===== src/common/rxdv_cfg.svh =====
// register map, field positions, reset values and timing figures of the receive detect block
`ifndef RXDV_CFG_SVH
`define RXDV_CFG_SVH
`define RXDV_ADDR_W 8
`define RXDV_DATA_W 16
`define RXDV_OFS_CONFIG 8'h00
`define RXDV_OFS_POLL_ON 8'h04
`define RXDV_OFS_POLL_OFF 8'h05
`define RXDV_OFS_RATE_LO 8'h06
`define RXDV_OFS_RATE_HI 8'h07
`define RXDV_OFS_LEVEL 8'h08
`define RXDV_OFS_STATUS 8'h09
`define RXDV_CFG_SLICER_BIT 15
`define RXDV_CFG_MODE_LSB 5
`define RXDV_CFG_MODE_MSB 6
`define RXDV_CFG_POLL_BIT 4
`define RXDV_MODE_CONT 2'h1
`define RXDV_MODE_SHOT 2'h2
`define RXDV_RST_CONFIG 16'h0000
`define RXDV_RST_POLL_ON 16'hfebf
`define RXDV_RST_POLL_OFF 16'hf37f
`define RXDV_RST_RATE_LO 12'h000
`define RXDV_RST_RATE_HI 12'h001
`define RXDV_RST_LEVEL 6'h3f
`define RXDV_RATE_W 12
`define RXDV_LEVEL_W 6
`define RXDV_RATE_OFF_MAX 12'h001
`define RXDV_LEVEL_OFF 6'h3f
`define RXDV_POLL_TOP 16'hffff
`define RXDV_HIGH_MAX 13'h1fff
`define RXDV_XTAL_DIV 4
`define RXDV_PERIODS 3
`define RXDV_CLK_MHZ 50
`define RXDV_OFFCAL_NS 2200000
`define RXDV_DETEN_NS 2600000
`define RXDV_SEQ_W 18
`endif


===== src/common/rxdv_pkg.sv =====
// types shared by both ends of the receive detect link
`include "rxdv_cfg.svh"
package rxdv_pkg;
  typedef enum logic [1:0] {
    SEQ_OFF = 2'b00,
    SEQ_OFFCAL = 2'b01,
    SEQ_SETTLE = 2'b10,
    SEQ_DETECT = 2'b11
  } seq_state_t;

  typedef struct packed {
    logic [15:0] cfg;
    logic [15:0] poll_on;
    logic [15:0] poll_off;
    logic [11:0] rate_lo;
    logic [11:0] rate_hi;
    logic [5:0] level_th;
    logic [15:0] rdata;
    logic wake;
    logic [1:0] data_s;
    logic [1:0] rxon_s;
    logic [1:0] tick_s;
    logic [5:0] ssl_s1;
    logic [5:0] ssl_s2;
    logic data_d1;
    logic tick_d1;
    logic rxon_d1;
    seq_state_t seq;
    logic [17:0] seq_cnt;
    logic pkd_en;
    logic pkd_off;
    logic offcal;
    logic det_en;
    logic slicer_peak;
    logic [1:0] pre_cnt;
    logic [12:0] high_cnt;
    logic [1:0] period_cnt;
    logic rate_ok_all;
    logic shot_done;
    logic valid;
    logic poll_phase;
    logic [15:0] poll_cnt;
  } dev_state_t;

  typedef struct packed {
    logic [7:0] addr;
    logic [15:0] wdata;
    logic wr;
    logic rd;
    logic rd_d1;
    logic [15:0] rdata;
    logic rvalid;
    logic wake_seen;
  } host_state_t;
endpackage : rxdv_pkg


===== src/common/rxdv_if.sv =====
// register port and wake line between host and receive detect device
`timescale 1ns/1ps
interface rxdv_if;
  logic [7:0] reg_addr;
  logic [15:0] reg_wdata;
  logic reg_wr;
  logic reg_rd;
  logic [15:0] reg_rdata;
  logic wake_detect_output;

  modport device (
    input reg_addr,
    input reg_wdata,
    input reg_wr,
    input reg_rd,
    output reg_rdata,
    output wake_detect_output
  );

  modport host (
    output reg_addr,
    output reg_wdata,
    output reg_wr,
    output reg_rd,
    input reg_rdata,
    input wake_detect_output
  );
endinterface : rxdv_if


===== src/rtl/rxdv_device.sv =====
// receive detect device: slicer select, peak detector sequencing, data valid detection, self polling
// Overview of operation
// - config bit 15 selects slicer threshold source
// - peak detector outputs stay active either way
// - peak detectors enabled after receive path active
// - peak outputs forced low and high when off
// - fixed 2.2ms offset compensation after receive start
// - valid needs rate window and level threshold
// - config bits 5,6 pick continuous or single shot
// - detection enable rises 2.6ms after receive start
// - window complete latches level compare, forms valid
// - ready for next conversion after three periods
// - high time measured, single or doubled accepted
// - three data periods observed before decision
// - rate bounds counted in crystal clock over four
// - host writes 12-bit rate bounds at 06h,07h
// - rate bounds reset to zero and one
// - level threshold six bits at 08h
// - level threshold resets to all ones
// - polling intervals 16 bits at 04h,05h
// - valid data while polling pulses wake output
`timescale 1ns/1ps
`include "rxdv_cfg.svh"
module rxdv_device #(
  parameter int OFFCAL_CYCLES = (`RXDV_OFFCAL_NS * `RXDV_CLK_MHZ + 999) / 1000,
  parameter int DETEN_CYCLES = (`RXDV_DETEN_NS * `RXDV_CLK_MHZ + 999) / 1000
) (
  input wire logic CLOCK_I,
  input wire logic RST_I,
  rxdv_if.device BUS,
  input wire logic RX_ON_I,
  input wire logic DATA_I,
  input wire logic [5:0] SSL_I,
  input wire logic RC_TICK_I,
  output logic SLICER_PEAK_O,
  output logic PKD_ENABLE_O,
  output logic PKD_POS_LOW_O,
  output logic PKD_NEG_HIGH_O,
  output logic OFFCAL_O,
  output logic DET_ENABLE_O,
  output logic DATA_VALID_O,
  output logic POLL_ACTIVE_O
);
  localparam logic [17:0] OFFCAL_LAST = 18'(OFFCAL_CYCLES - 1);
  localparam logic [17:0] DETEN_LAST = 18'(DETEN_CYCLES - 1);
  localparam logic [1:0] PRE_LAST = 2'(`RXDV_XTAL_DIV - 1);
  localparam logic [1:0] PER_LAST = 2'(`RXDV_PERIODS - 1);

  rxdv_pkg::dev_state_t s_q;
  rxdv_pkg::dev_state_t s_d;

  function automatic logic in_window(input logic [12:0] t, input logic [12:0] lo, input logic [12:0] hi);
    in_window = (t >= lo) && (t <= hi);
  endfunction : in_window

  logic poll_en;
  logic rxon;
  logic data_now;
  logic data_fall;
  logic tick_rise;
  logic tick4;
  logic [1:0] mode;
  logic mode_on;
  logic rate_hit;
  logic rate_active;
  logic level_ok;
  logic win_done;
  logic new_valid;

  always_comb begin
    s_d = s_q;
    poll_en = s_q.cfg[`RXDV_CFG_POLL_BIT];
    mode = s_q.cfg[`RXDV_CFG_MODE_MSB:`RXDV_CFG_MODE_LSB];
    mode_on = (mode == `RXDV_MODE_CONT) || (mode == `RXDV_MODE_SHOT && !s_q.shot_done);
    // input synchronisers
    s_d.data_s = {s_q.data_s[0], DATA_I};
    s_d.rxon_s = {s_q.rxon_s[0], RX_ON_I};
    s_d.tick_s = {s_q.tick_s[0], RC_TICK_I};
    s_d.ssl_s1 = SSL_I;
    s_d.ssl_s2 = s_q.ssl_s1;
    data_now = s_q.data_s[1];
    s_d.data_d1 = data_now;
    data_fall = s_q.data_d1 && !data_now;
    tick_rise = s_q.tick_s[1] && !s_q.tick_d1;
    s_d.tick_d1 = s_q.tick_s[1];
    // register port
    s_d.wake = 1'b0;
    if (BUS.reg_wr) begin
      case (BUS.reg_addr)
        `RXDV_OFS_CONFIG: s_d.cfg = BUS.reg_wdata;
        `RXDV_OFS_POLL_ON: s_d.poll_on = BUS.reg_wdata;
        `RXDV_OFS_POLL_OFF: s_d.poll_off = BUS.reg_wdata;
        `RXDV_OFS_RATE_LO: s_d.rate_lo = BUS.reg_wdata[`RXDV_RATE_W-1:0];
        `RXDV_OFS_RATE_HI: s_d.rate_hi = BUS.reg_wdata[`RXDV_RATE_W-1:0];
        `RXDV_OFS_LEVEL: s_d.level_th = BUS.reg_wdata[`RXDV_LEVEL_W-1:0];
        default: begin
        end
      endcase
    end
    if (BUS.reg_rd) begin
      case (BUS.reg_addr)
        `RXDV_OFS_CONFIG: s_d.rdata = s_q.cfg;
        `RXDV_OFS_POLL_ON: s_d.rdata = s_q.poll_on;
        `RXDV_OFS_POLL_OFF: s_d.rdata = s_q.poll_off;
        `RXDV_OFS_RATE_LO: s_d.rdata = {4'h0, s_q.rate_lo};
        `RXDV_OFS_RATE_HI: s_d.rdata = {4'h0, s_q.rate_hi};
        `RXDV_OFS_LEVEL: s_d.rdata = {10'h000, s_q.level_th};
        `RXDV_OFS_STATUS: s_d.rdata = {8'h00, s_q.valid, s_q.shot_done, s_q.poll_phase, s_q.det_en,
                                       s_q.offcal, s_q.pkd_en, s_q.seq};
        default: s_d.rdata = 16'h0000;
      endcase
    end
    s_d.slicer_peak = s_q.cfg[`RXDV_CFG_SLICER_BIT];
    // self polling interval counters
    if (!poll_en) begin
      s_d.poll_phase = 1'b1;
      s_d.poll_cnt = s_q.poll_on;
    end else if (tick_rise) begin
      if (s_q.poll_cnt == `RXDV_POLL_TOP) begin
        s_d.poll_phase = !s_q.poll_phase;
        s_d.poll_cnt = s_q.poll_phase ? s_q.poll_off : s_q.poll_on;
      end else begin
        s_d.poll_cnt = s_q.poll_cnt + 16'h0001;
      end
    end
    rxon = s_q.rxon_s[1] || (poll_en && s_q.poll_phase);
    s_d.rxon_d1 = rxon;
    // receive sequencer
    s_d.seq_cnt = s_q.seq_cnt + 18'h0_0001;
    case (s_q.seq)
      rxdv_pkg::SEQ_OFF: begin
        s_d.seq_cnt = 18'h0_0000;
        if (rxon) begin
          s_d.seq = rxdv_pkg::SEQ_OFFCAL;
          s_d.offcal = 1'b1;
        end
      end
      rxdv_pkg::SEQ_OFFCAL: begin
        if (s_q.seq_cnt == OFFCAL_LAST) begin
          s_d.seq = rxdv_pkg::SEQ_SETTLE;
          s_d.offcal = 1'b0;
          s_d.pkd_en = 1'b1;
        end
      end
      rxdv_pkg::SEQ_SETTLE: begin
        if (s_q.seq_cnt == DETEN_LAST) begin
          s_d.seq = rxdv_pkg::SEQ_DETECT;
          s_d.det_en = 1'b1;
        end
      end
      rxdv_pkg::SEQ_DETECT: s_d.seq_cnt = s_q.seq_cnt;
      default: s_d.seq = rxdv_pkg::SEQ_OFF;
    endcase
    // data rate and level detection
    tick4 = (s_q.pre_cnt == PRE_LAST);
    s_d.pre_cnt = tick4 ? 2'h0 : s_q.pre_cnt + 2'h1;
    rate_active = s_q.rate_hi > `RXDV_RATE_OFF_MAX;
    rate_hit = rate_active && (in_window(s_q.high_cnt, {1'b0, s_q.rate_lo}, {1'b0, s_q.rate_hi}) ||
      in_window(s_q.high_cnt, {s_q.rate_lo, 1'b0}, {s_q.rate_hi, 1'b0}));
    level_ok = (s_q.level_th != `RXDV_LEVEL_OFF) && (s_q.ssl_s2 >= s_q.level_th);
    win_done = 1'b0;
    new_valid = 1'b0;
    if (s_q.det_en && mode_on) begin
      if (!data_now) begin
        s_d.high_cnt = 13'h0000;
      end else if (tick4 && s_q.high_cnt != `RXDV_HIGH_MAX) begin
        s_d.high_cnt = s_q.high_cnt + 13'h0001;
      end
      if (data_fall) begin
        s_d.rate_ok_all = s_q.rate_ok_all && rate_hit;
        s_d.period_cnt = s_q.period_cnt + 2'h1;
        if (s_q.period_cnt == PER_LAST) begin
          win_done = 1'b1;
          new_valid = s_q.rate_ok_all && rate_hit && level_ok;
          s_d.valid = new_valid;
          s_d.period_cnt = 2'h0;
          s_d.rate_ok_all = 1'b1;
          s_d.shot_done = (mode == `RXDV_MODE_SHOT);
        end
      end
    end
    s_d.wake = win_done && new_valid && !s_q.valid && poll_en;
    // receive path dropped or restarted: back to idle
    if (!rxon || (rxon && !s_q.rxon_d1 && s_q.seq != rxdv_pkg::SEQ_OFF)) begin
      s_d.seq = rxdv_pkg::SEQ_OFF;
      s_d.seq_cnt = 18'h0_0000;
      s_d.offcal = 1'b0;
      s_d.pkd_en = 1'b0;
      s_d.det_en = 1'b0;
      s_d.valid = 1'b0;
      s_d.shot_done = 1'b0;
      s_d.period_cnt = 2'h0;
      s_d.rate_ok_all = 1'b1;
      s_d.high_cnt = 13'h0000;
    end
    // peak outputs clamped while detectors off
    s_d.pkd_off = !s_d.pkd_en;
  end

  always_ff @(posedge CLOCK_I) begin
    if (RST_I) begin
      s_q <= '0;
      s_q.cfg <= `RXDV_RST_CONFIG;
      s_q.poll_on <= `RXDV_RST_POLL_ON;
      s_q.poll_off <= `RXDV_RST_POLL_OFF;
      s_q.rate_lo <= `RXDV_RST_RATE_LO;
      s_q.rate_hi <= `RXDV_RST_RATE_HI;
      s_q.level_th <= `RXDV_RST_LEVEL;
      s_q.seq <= rxdv_pkg::SEQ_OFF;
      s_q.pkd_off <= 1'b1;
      s_q.rate_ok_all <= 1'b1;
      s_q.poll_phase <= 1'b1;
      s_q.poll_cnt <= `RXDV_RST_POLL_ON;
    end else begin
      s_q <= s_d;
    end
  end

  assign BUS.reg_rdata = s_q.rdata;
  assign BUS.wake_detect_output = s_q.wake;
  assign SLICER_PEAK_O = s_q.slicer_peak;
  assign PKD_ENABLE_O = s_q.pkd_en;
  assign PKD_POS_LOW_O = s_q.pkd_off;
  assign PKD_NEG_HIGH_O = s_q.pkd_off;
  assign OFFCAL_O = s_q.offcal;
  assign DET_ENABLE_O = s_q.det_en;
  assign DATA_VALID_O = s_q.valid;
  assign POLL_ACTIVE_O = s_q.poll_phase;
endmodule : rxdv_device


===== src/flat_wrapper.sv =====
// flat-port wrapper written by rule: the top's interface ports become plain ports
module rxdv_device_flat 
#(
  parameter int OFFCAL_CYCLES = (`RXDV_OFFCAL_NS * `RXDV_CLK_MHZ + 999) / 1000,
  parameter int DETEN_CYCLES = (`RXDV_DETEN_NS * `RXDV_CLK_MHZ + 999) / 1000
)
  (CLOCK_I, RST_I, RX_ON_I, DATA_I, SSL_I, RC_TICK_I, SLICER_PEAK_O, PKD_ENABLE_O, PKD_POS_LOW_O, PKD_NEG_HIGH_O, OFFCAL_O, DET_ENABLE_O, DATA_VALID_O, POLL_ACTIVE_O, BUS_reg_addr, BUS_reg_wdata, BUS_reg_wr, BUS_reg_rd, BUS_reg_rdata, BUS_wake_detect_output);
  rxdv_if BUS_i ();
  input wire logic CLOCK_I;
  input wire logic RST_I;
  input wire logic RX_ON_I;
  input wire logic DATA_I;
  input wire logic [5:0] SSL_I;
  input wire logic RC_TICK_I;
  output logic SLICER_PEAK_O;
  output logic PKD_ENABLE_O;
  output logic PKD_POS_LOW_O;
  output logic PKD_NEG_HIGH_O;
  output logic OFFCAL_O;
  output logic DET_ENABLE_O;
  output logic DATA_VALID_O;
  output logic POLL_ACTIVE_O;
  input wire logic [$bits(BUS_i.reg_addr)-1:0] BUS_reg_addr;
  input wire logic [$bits(BUS_i.reg_wdata)-1:0] BUS_reg_wdata;
  input wire logic [$bits(BUS_i.reg_wr)-1:0] BUS_reg_wr;
  input wire logic [$bits(BUS_i.reg_rd)-1:0] BUS_reg_rd;
  output wire logic [$bits(BUS_i.reg_rdata)-1:0] BUS_reg_rdata;
  output wire logic [$bits(BUS_i.wake_detect_output)-1:0] BUS_wake_detect_output;
  assign BUS_i.reg_addr = BUS_reg_addr;
  assign BUS_i.reg_wdata = BUS_reg_wdata;
  assign BUS_i.reg_wr = BUS_reg_wr;
  assign BUS_i.reg_rd = BUS_reg_rd;
  assign BUS_reg_rdata = BUS_i.reg_rdata;
  assign BUS_wake_detect_output = BUS_i.wake_detect_output;
  rxdv_device #(.OFFCAL_CYCLES(OFFCAL_CYCLES), .DETEN_CYCLES(DETEN_CYCLES)) u_core (.CLOCK_I(CLOCK_I), .RST_I(RST_I), .BUS(BUS_i), .RX_ON_I(RX_ON_I), .DATA_I(DATA_I), .SSL_I(SSL_I), .RC_TICK_I(RC_TICK_I), .SLICER_PEAK_O(SLICER_PEAK_O), .PKD_ENABLE_O(PKD_ENABLE_O), .PKD_POS_LOW_O(PKD_POS_LOW_O), .PKD_NEG_HIGH_O(PKD_NEG_HIGH_O), .OFFCAL_O(OFFCAL_O), .DET_ENABLE_O(DET_ENABLE_O), .DATA_VALID_O(DATA_VALID_O), .POLL_ACTIVE_O(POLL_ACTIVE_O));
endmodule

===== config.mk =====
export PLATFORM = sky130hd
export DESIGN_NAME = rxdv_device_flat
export DESIGN_NICKNAME = d
export VERILOG_FILES = /design/src/common/rxdv_pkg.sv /design/src/common/rxdv_if.sv /design/src/rtl/rxdv_device.sv /design/src/flat_wrapper.sv
export VERILOG_INCLUDE_DIRS = /design/src /design/src/common
export SDC_FILE = /design/constraint.sdc
export NUM_CORES = 1
export LEC_CHECK = 0
export BUFFER_PORTS_ARGS = -buffer_cell sky130_fd_sc_hd__buf_2
export CORE_UTILIZATION = 25
export CTS_BUF_LIST = sky130_fd_sc_hd__clkbuf_16
export DETAILED_ROUTE_END_ITERATION = 10
export GPL_TIMING_DRIVEN = 0
export HOLD_SLACK_MARGIN = 0.1
export PLACE_DENSITY = 0.5
export SLEW_MARGIN = 10
export SYNTH_ARGS = -nofsm -noshare
export SYNTH_HDL_FRONTEND = slang
export SYNTH_SLANG_ARGS = --single-unit

===== constraint.sdc =====
create_clock -name CLOCK_I -period 2.2 [get_ports CLOCK_I]
set_clock_uncertainty 0.1 [all_clocks]
set_input_delay 0.44 -clock CLOCK_I [delete_from_list [all_inputs] [get_ports CLOCK_I]]
set_output_delay 0.44 -clock CLOCK_I [all_outputs]
set_load 0.03 [all_outputs]

==> flow_summary.yaml <==
drt:
  num_vias: 8495
  drt_iter0_markers: 702
  wire_per_inst_um: 17.6
  vias_per_cell: 5.00
  dr.pass1.iters: 8
  drt_wl_total_mm: 29.9
  remaining_drc_errors: 0
  drtAntennaViolNets: 0
die:
  core_sq_um: 36500
  rows: 70
  pin_count: 62
  fp.dieW_um: 195
  dieArea_sq_um: 37900
  dieHeight_um: 195
  initial_core_util_pct: 25.4
synth:
  yosysWarnings: 0
  synthXorXnorAreaFrac_pct: 2.64
  synthAdderAreaFrac_pct: 8.37
  synthDistinctLibCells: 67
  synth_mux_area_share_pct: 4.68
  syn-cell-area_sq_um: 9270
  yosys.area_share.simple_pct: 23.0
  synth_seq_cells: 178
  yosysSeqAreaShare_pct: 38.4
  synth_top_flop_cell: "dfxtp_1"
  synth_top_family_by_area: "simple AND/OR/NAND/NOR gates"
  netlist_instances: 1123
  synth-compound-area-share_pct: 16.9
  syn_avg_cell_area_sq_um: 8.26
  async_flop_share_pct: 0
  syn-num-nets: 1222
  synth-edff-count: 0
cells_and_area:
  layout-drive-gt1-share_pct: 17.7
  stdcell_area_sq_um: 11200
  final_util_pct: 30.6
  area_growth_syn_to_layout_pct: 20.4
  nets: 1317
timing:
  slew_violations: 0
  period_share_pct: 101
  fin_ws_ns: -0.0324
  rsz0062_at_grt: "true"
  period_needed_ns: 2.23
  fmax_mhz: 448
  worst_pin_slew_ns: 0.770
  hold_viol: 0
  fin_hold_ws_ns: 0.109
  slew_headroom_pct: 48.4
  setup_viol: 1
clock_tree:
  clock_path_buffers: 2
  cts_root_buffer: "clkbuf_16"
  htreeDepth: 4
  cts_sinks: 178
  path_clk_slew_ns: 0.07
  cts_tree: "yes"
  clock_latency_ns: 0.44
  cts_buffers: 17
pwr:
  power_leakage_nw: 4.49
  ir_worst_vdd_mv: 0.511
  p_per_area_nw_per_um2: 596
setup_path:
  worstPathArrival_ns: 2.47
  cp.required_ns: 2.44
  critPathKind: "flop to flop"
  path_max_fanout: 3
  crit_path_end_kind: "flop"
  start_kind: "flop"
global_routing:
  grt_overflow: 0
  grt_antenna_before_repair: 4
  grt.total_usage_pct: 15.9
  grt_pass1_vias: 8169
  grt_pass1_wl_mm: 46.9
  grt_max_degree: 17
job:
  drv_cap: 0
status:
  status: "finished with violations"
  violations: "setup timing"
placement:
  port_buffers: 59
  placed_cell_area_sq_um: 10200
  place_congestion: 0.859
  dpl_worst_slack_ns: -0.668
  hpwlAfterDp_mm: 22.6
hold_path:
  hold_path.class: "input pin to flop"
## critical path, stage by stage, from the launching register on
cell and delay [ns]:
dfxtp_4 0.35, inv_2 0.09, ha_4 0.20, a21o_1 0.18, a211oi_2 0.28, o21ai_1 0.13
o31ai_2 0.25, a32oi_2 0.23, nor3_2 0.30
## cells in the mapped netlist, drive strengths merged (3+ instances only)
library cell  instances  area, sq um
dfxtp               178         3560
nand2               140          526
nor2                109          409
a21oi               100          500
nand3                65          325
ha                   62          776
inv                  51          191
o21ai                43          215
mux2i                40          400
buf                  35          229
clkbuf               35          131
nor2b                31          194
nor3                 21          110
xor2                 20          175
o211ai               18          135
nand4                15         93.8
a22oi                13         97.6
and3                 12         75.1
a211oi               11         82.6
a211o                10         87.6
nand3b               10         75.1
a222oi                9         90.1
nor4                  9         77.6
xnor2                 8         70.1
o22ai                 6         37.5
nand2b                5         31.3
o31ai                 5         37.5
or2                   5         31.3
and4                  4         35.0
nor3b                 4         30.0
o32ai                 4         35.0
a21o                  3         22.5
a221o                 3         30.0
a31oi                 3         18.8
mux2                  3         33.8
o21a                  3         22.5
o41ai                 3         26.3
## what timing repair did
action,CTS,global route
hold endpoints to repair,3,0
resized for setup,28,56
buffers inserted,4,11
setup endpoints to repair,70,89
hold buffers,3,0
pin swaps,5,10
## routing by layer
| metal | vias up | global-route usage [%] | wire length, um |
|---|---|---|---|
| li1 | 4173 | - | - |
| met4 | 4 | 4.26 | 461 |
| met3 | 35 | 3.64 | 1910 |
| met1 | 4034 | 22.7 | 14800 |
| met5 | - | 0 | 21 |
| met2 | 249 | 23.6 | 12600 |
## report_power, final
group / internal (mW) / total [mW] / leakage (nW) / switching (mW)
Combinational: 0.0944 / 0.299 / 2.77 / 0.205
Clock: 1.68 / 3.11 / 0.271 / 1.42
Sequential: 3.24 / 3.25 / 1.45 / 0.0111
## state kept, by name, summed over array words and instances (netlist names), 2 cells and up
name	cells
u_core.s_q	139
u_core.BUS.reg_rdata	16
u_core.mode	2
u_core.s_d	11
## worst paths after layout
path                                                      end  cells after the start  slack, ns            start
worst min register to register                 u_core.s_q[35]                      1       0.33   u_core.s_q[35]
worst max-delay path            u_core.BUS.wake_detect_output                      8      -0.03  u_core.s_q[116]
worst min-delay path                           u_core.s_d[69]                      2       0.11         SSL_I[4]
worst max register to register  u_core.BUS.wake_detect_output                      8      -0.03  u_core.s_q[116]
## through the flow
| step | setup TNS (ns) | power, mW | cells |
|---|---|---|---|
| after global placement | -45.93 | 3.61 | 1650 |
| final | -0.0324 | 6.66 | 1700 |
| after CTS | -0.0419 | 6.72 | 1688 |
| after detailed placement | -46.87 | 3.61 | 1650 |
| after floorplan | 0 | 3.48 | 1123 |
| after global routing | -0.213 | 6.86 | 1699 |
## kinds of logic (layout without fill, tap and decap cells)
family / count (synthesis) / after routing
mux: 43 / 43
fa+ha+maj: 62 / 62
flops: 178 / 178
simple gates: 442 / 442
compound gates: 248 / 248
buf+inv: 122 / 230
other cells: 0 / 1
xor+xnor: 28 / 28
## placed cells by master, fill, tap and decap left out, drive strengths merged, types with 10 or more instances in the layout
master	count
nand3b	10
mux2i	40
and3	12
o21ai	43
ha	62
buf	110
a211oi	11
a21oi	100
a22oi	13
nor3	21
nor2	109
clkbuf	50
nand2	140
dfxtp	178
nor2b	31
xor2	20
nand3	65
a211o	10
nand4	15
o211ai	18
inv	53
## layout make-up
cell class                      count  area (sq um)
Multi-Input combinational cell    823          5380
Inverter                           52           195
Fill cell                        3861         25400
Antenna cell                        1          2.50
Timing Repair Buffer               77           438
Tap cell                          468           586
Clock inverter                     15           161
Buffer                             69           363
Sequential cell                   178          3610
Clock buffer                       17           425
Note: power is estimated with default switching activity, not from simulation.
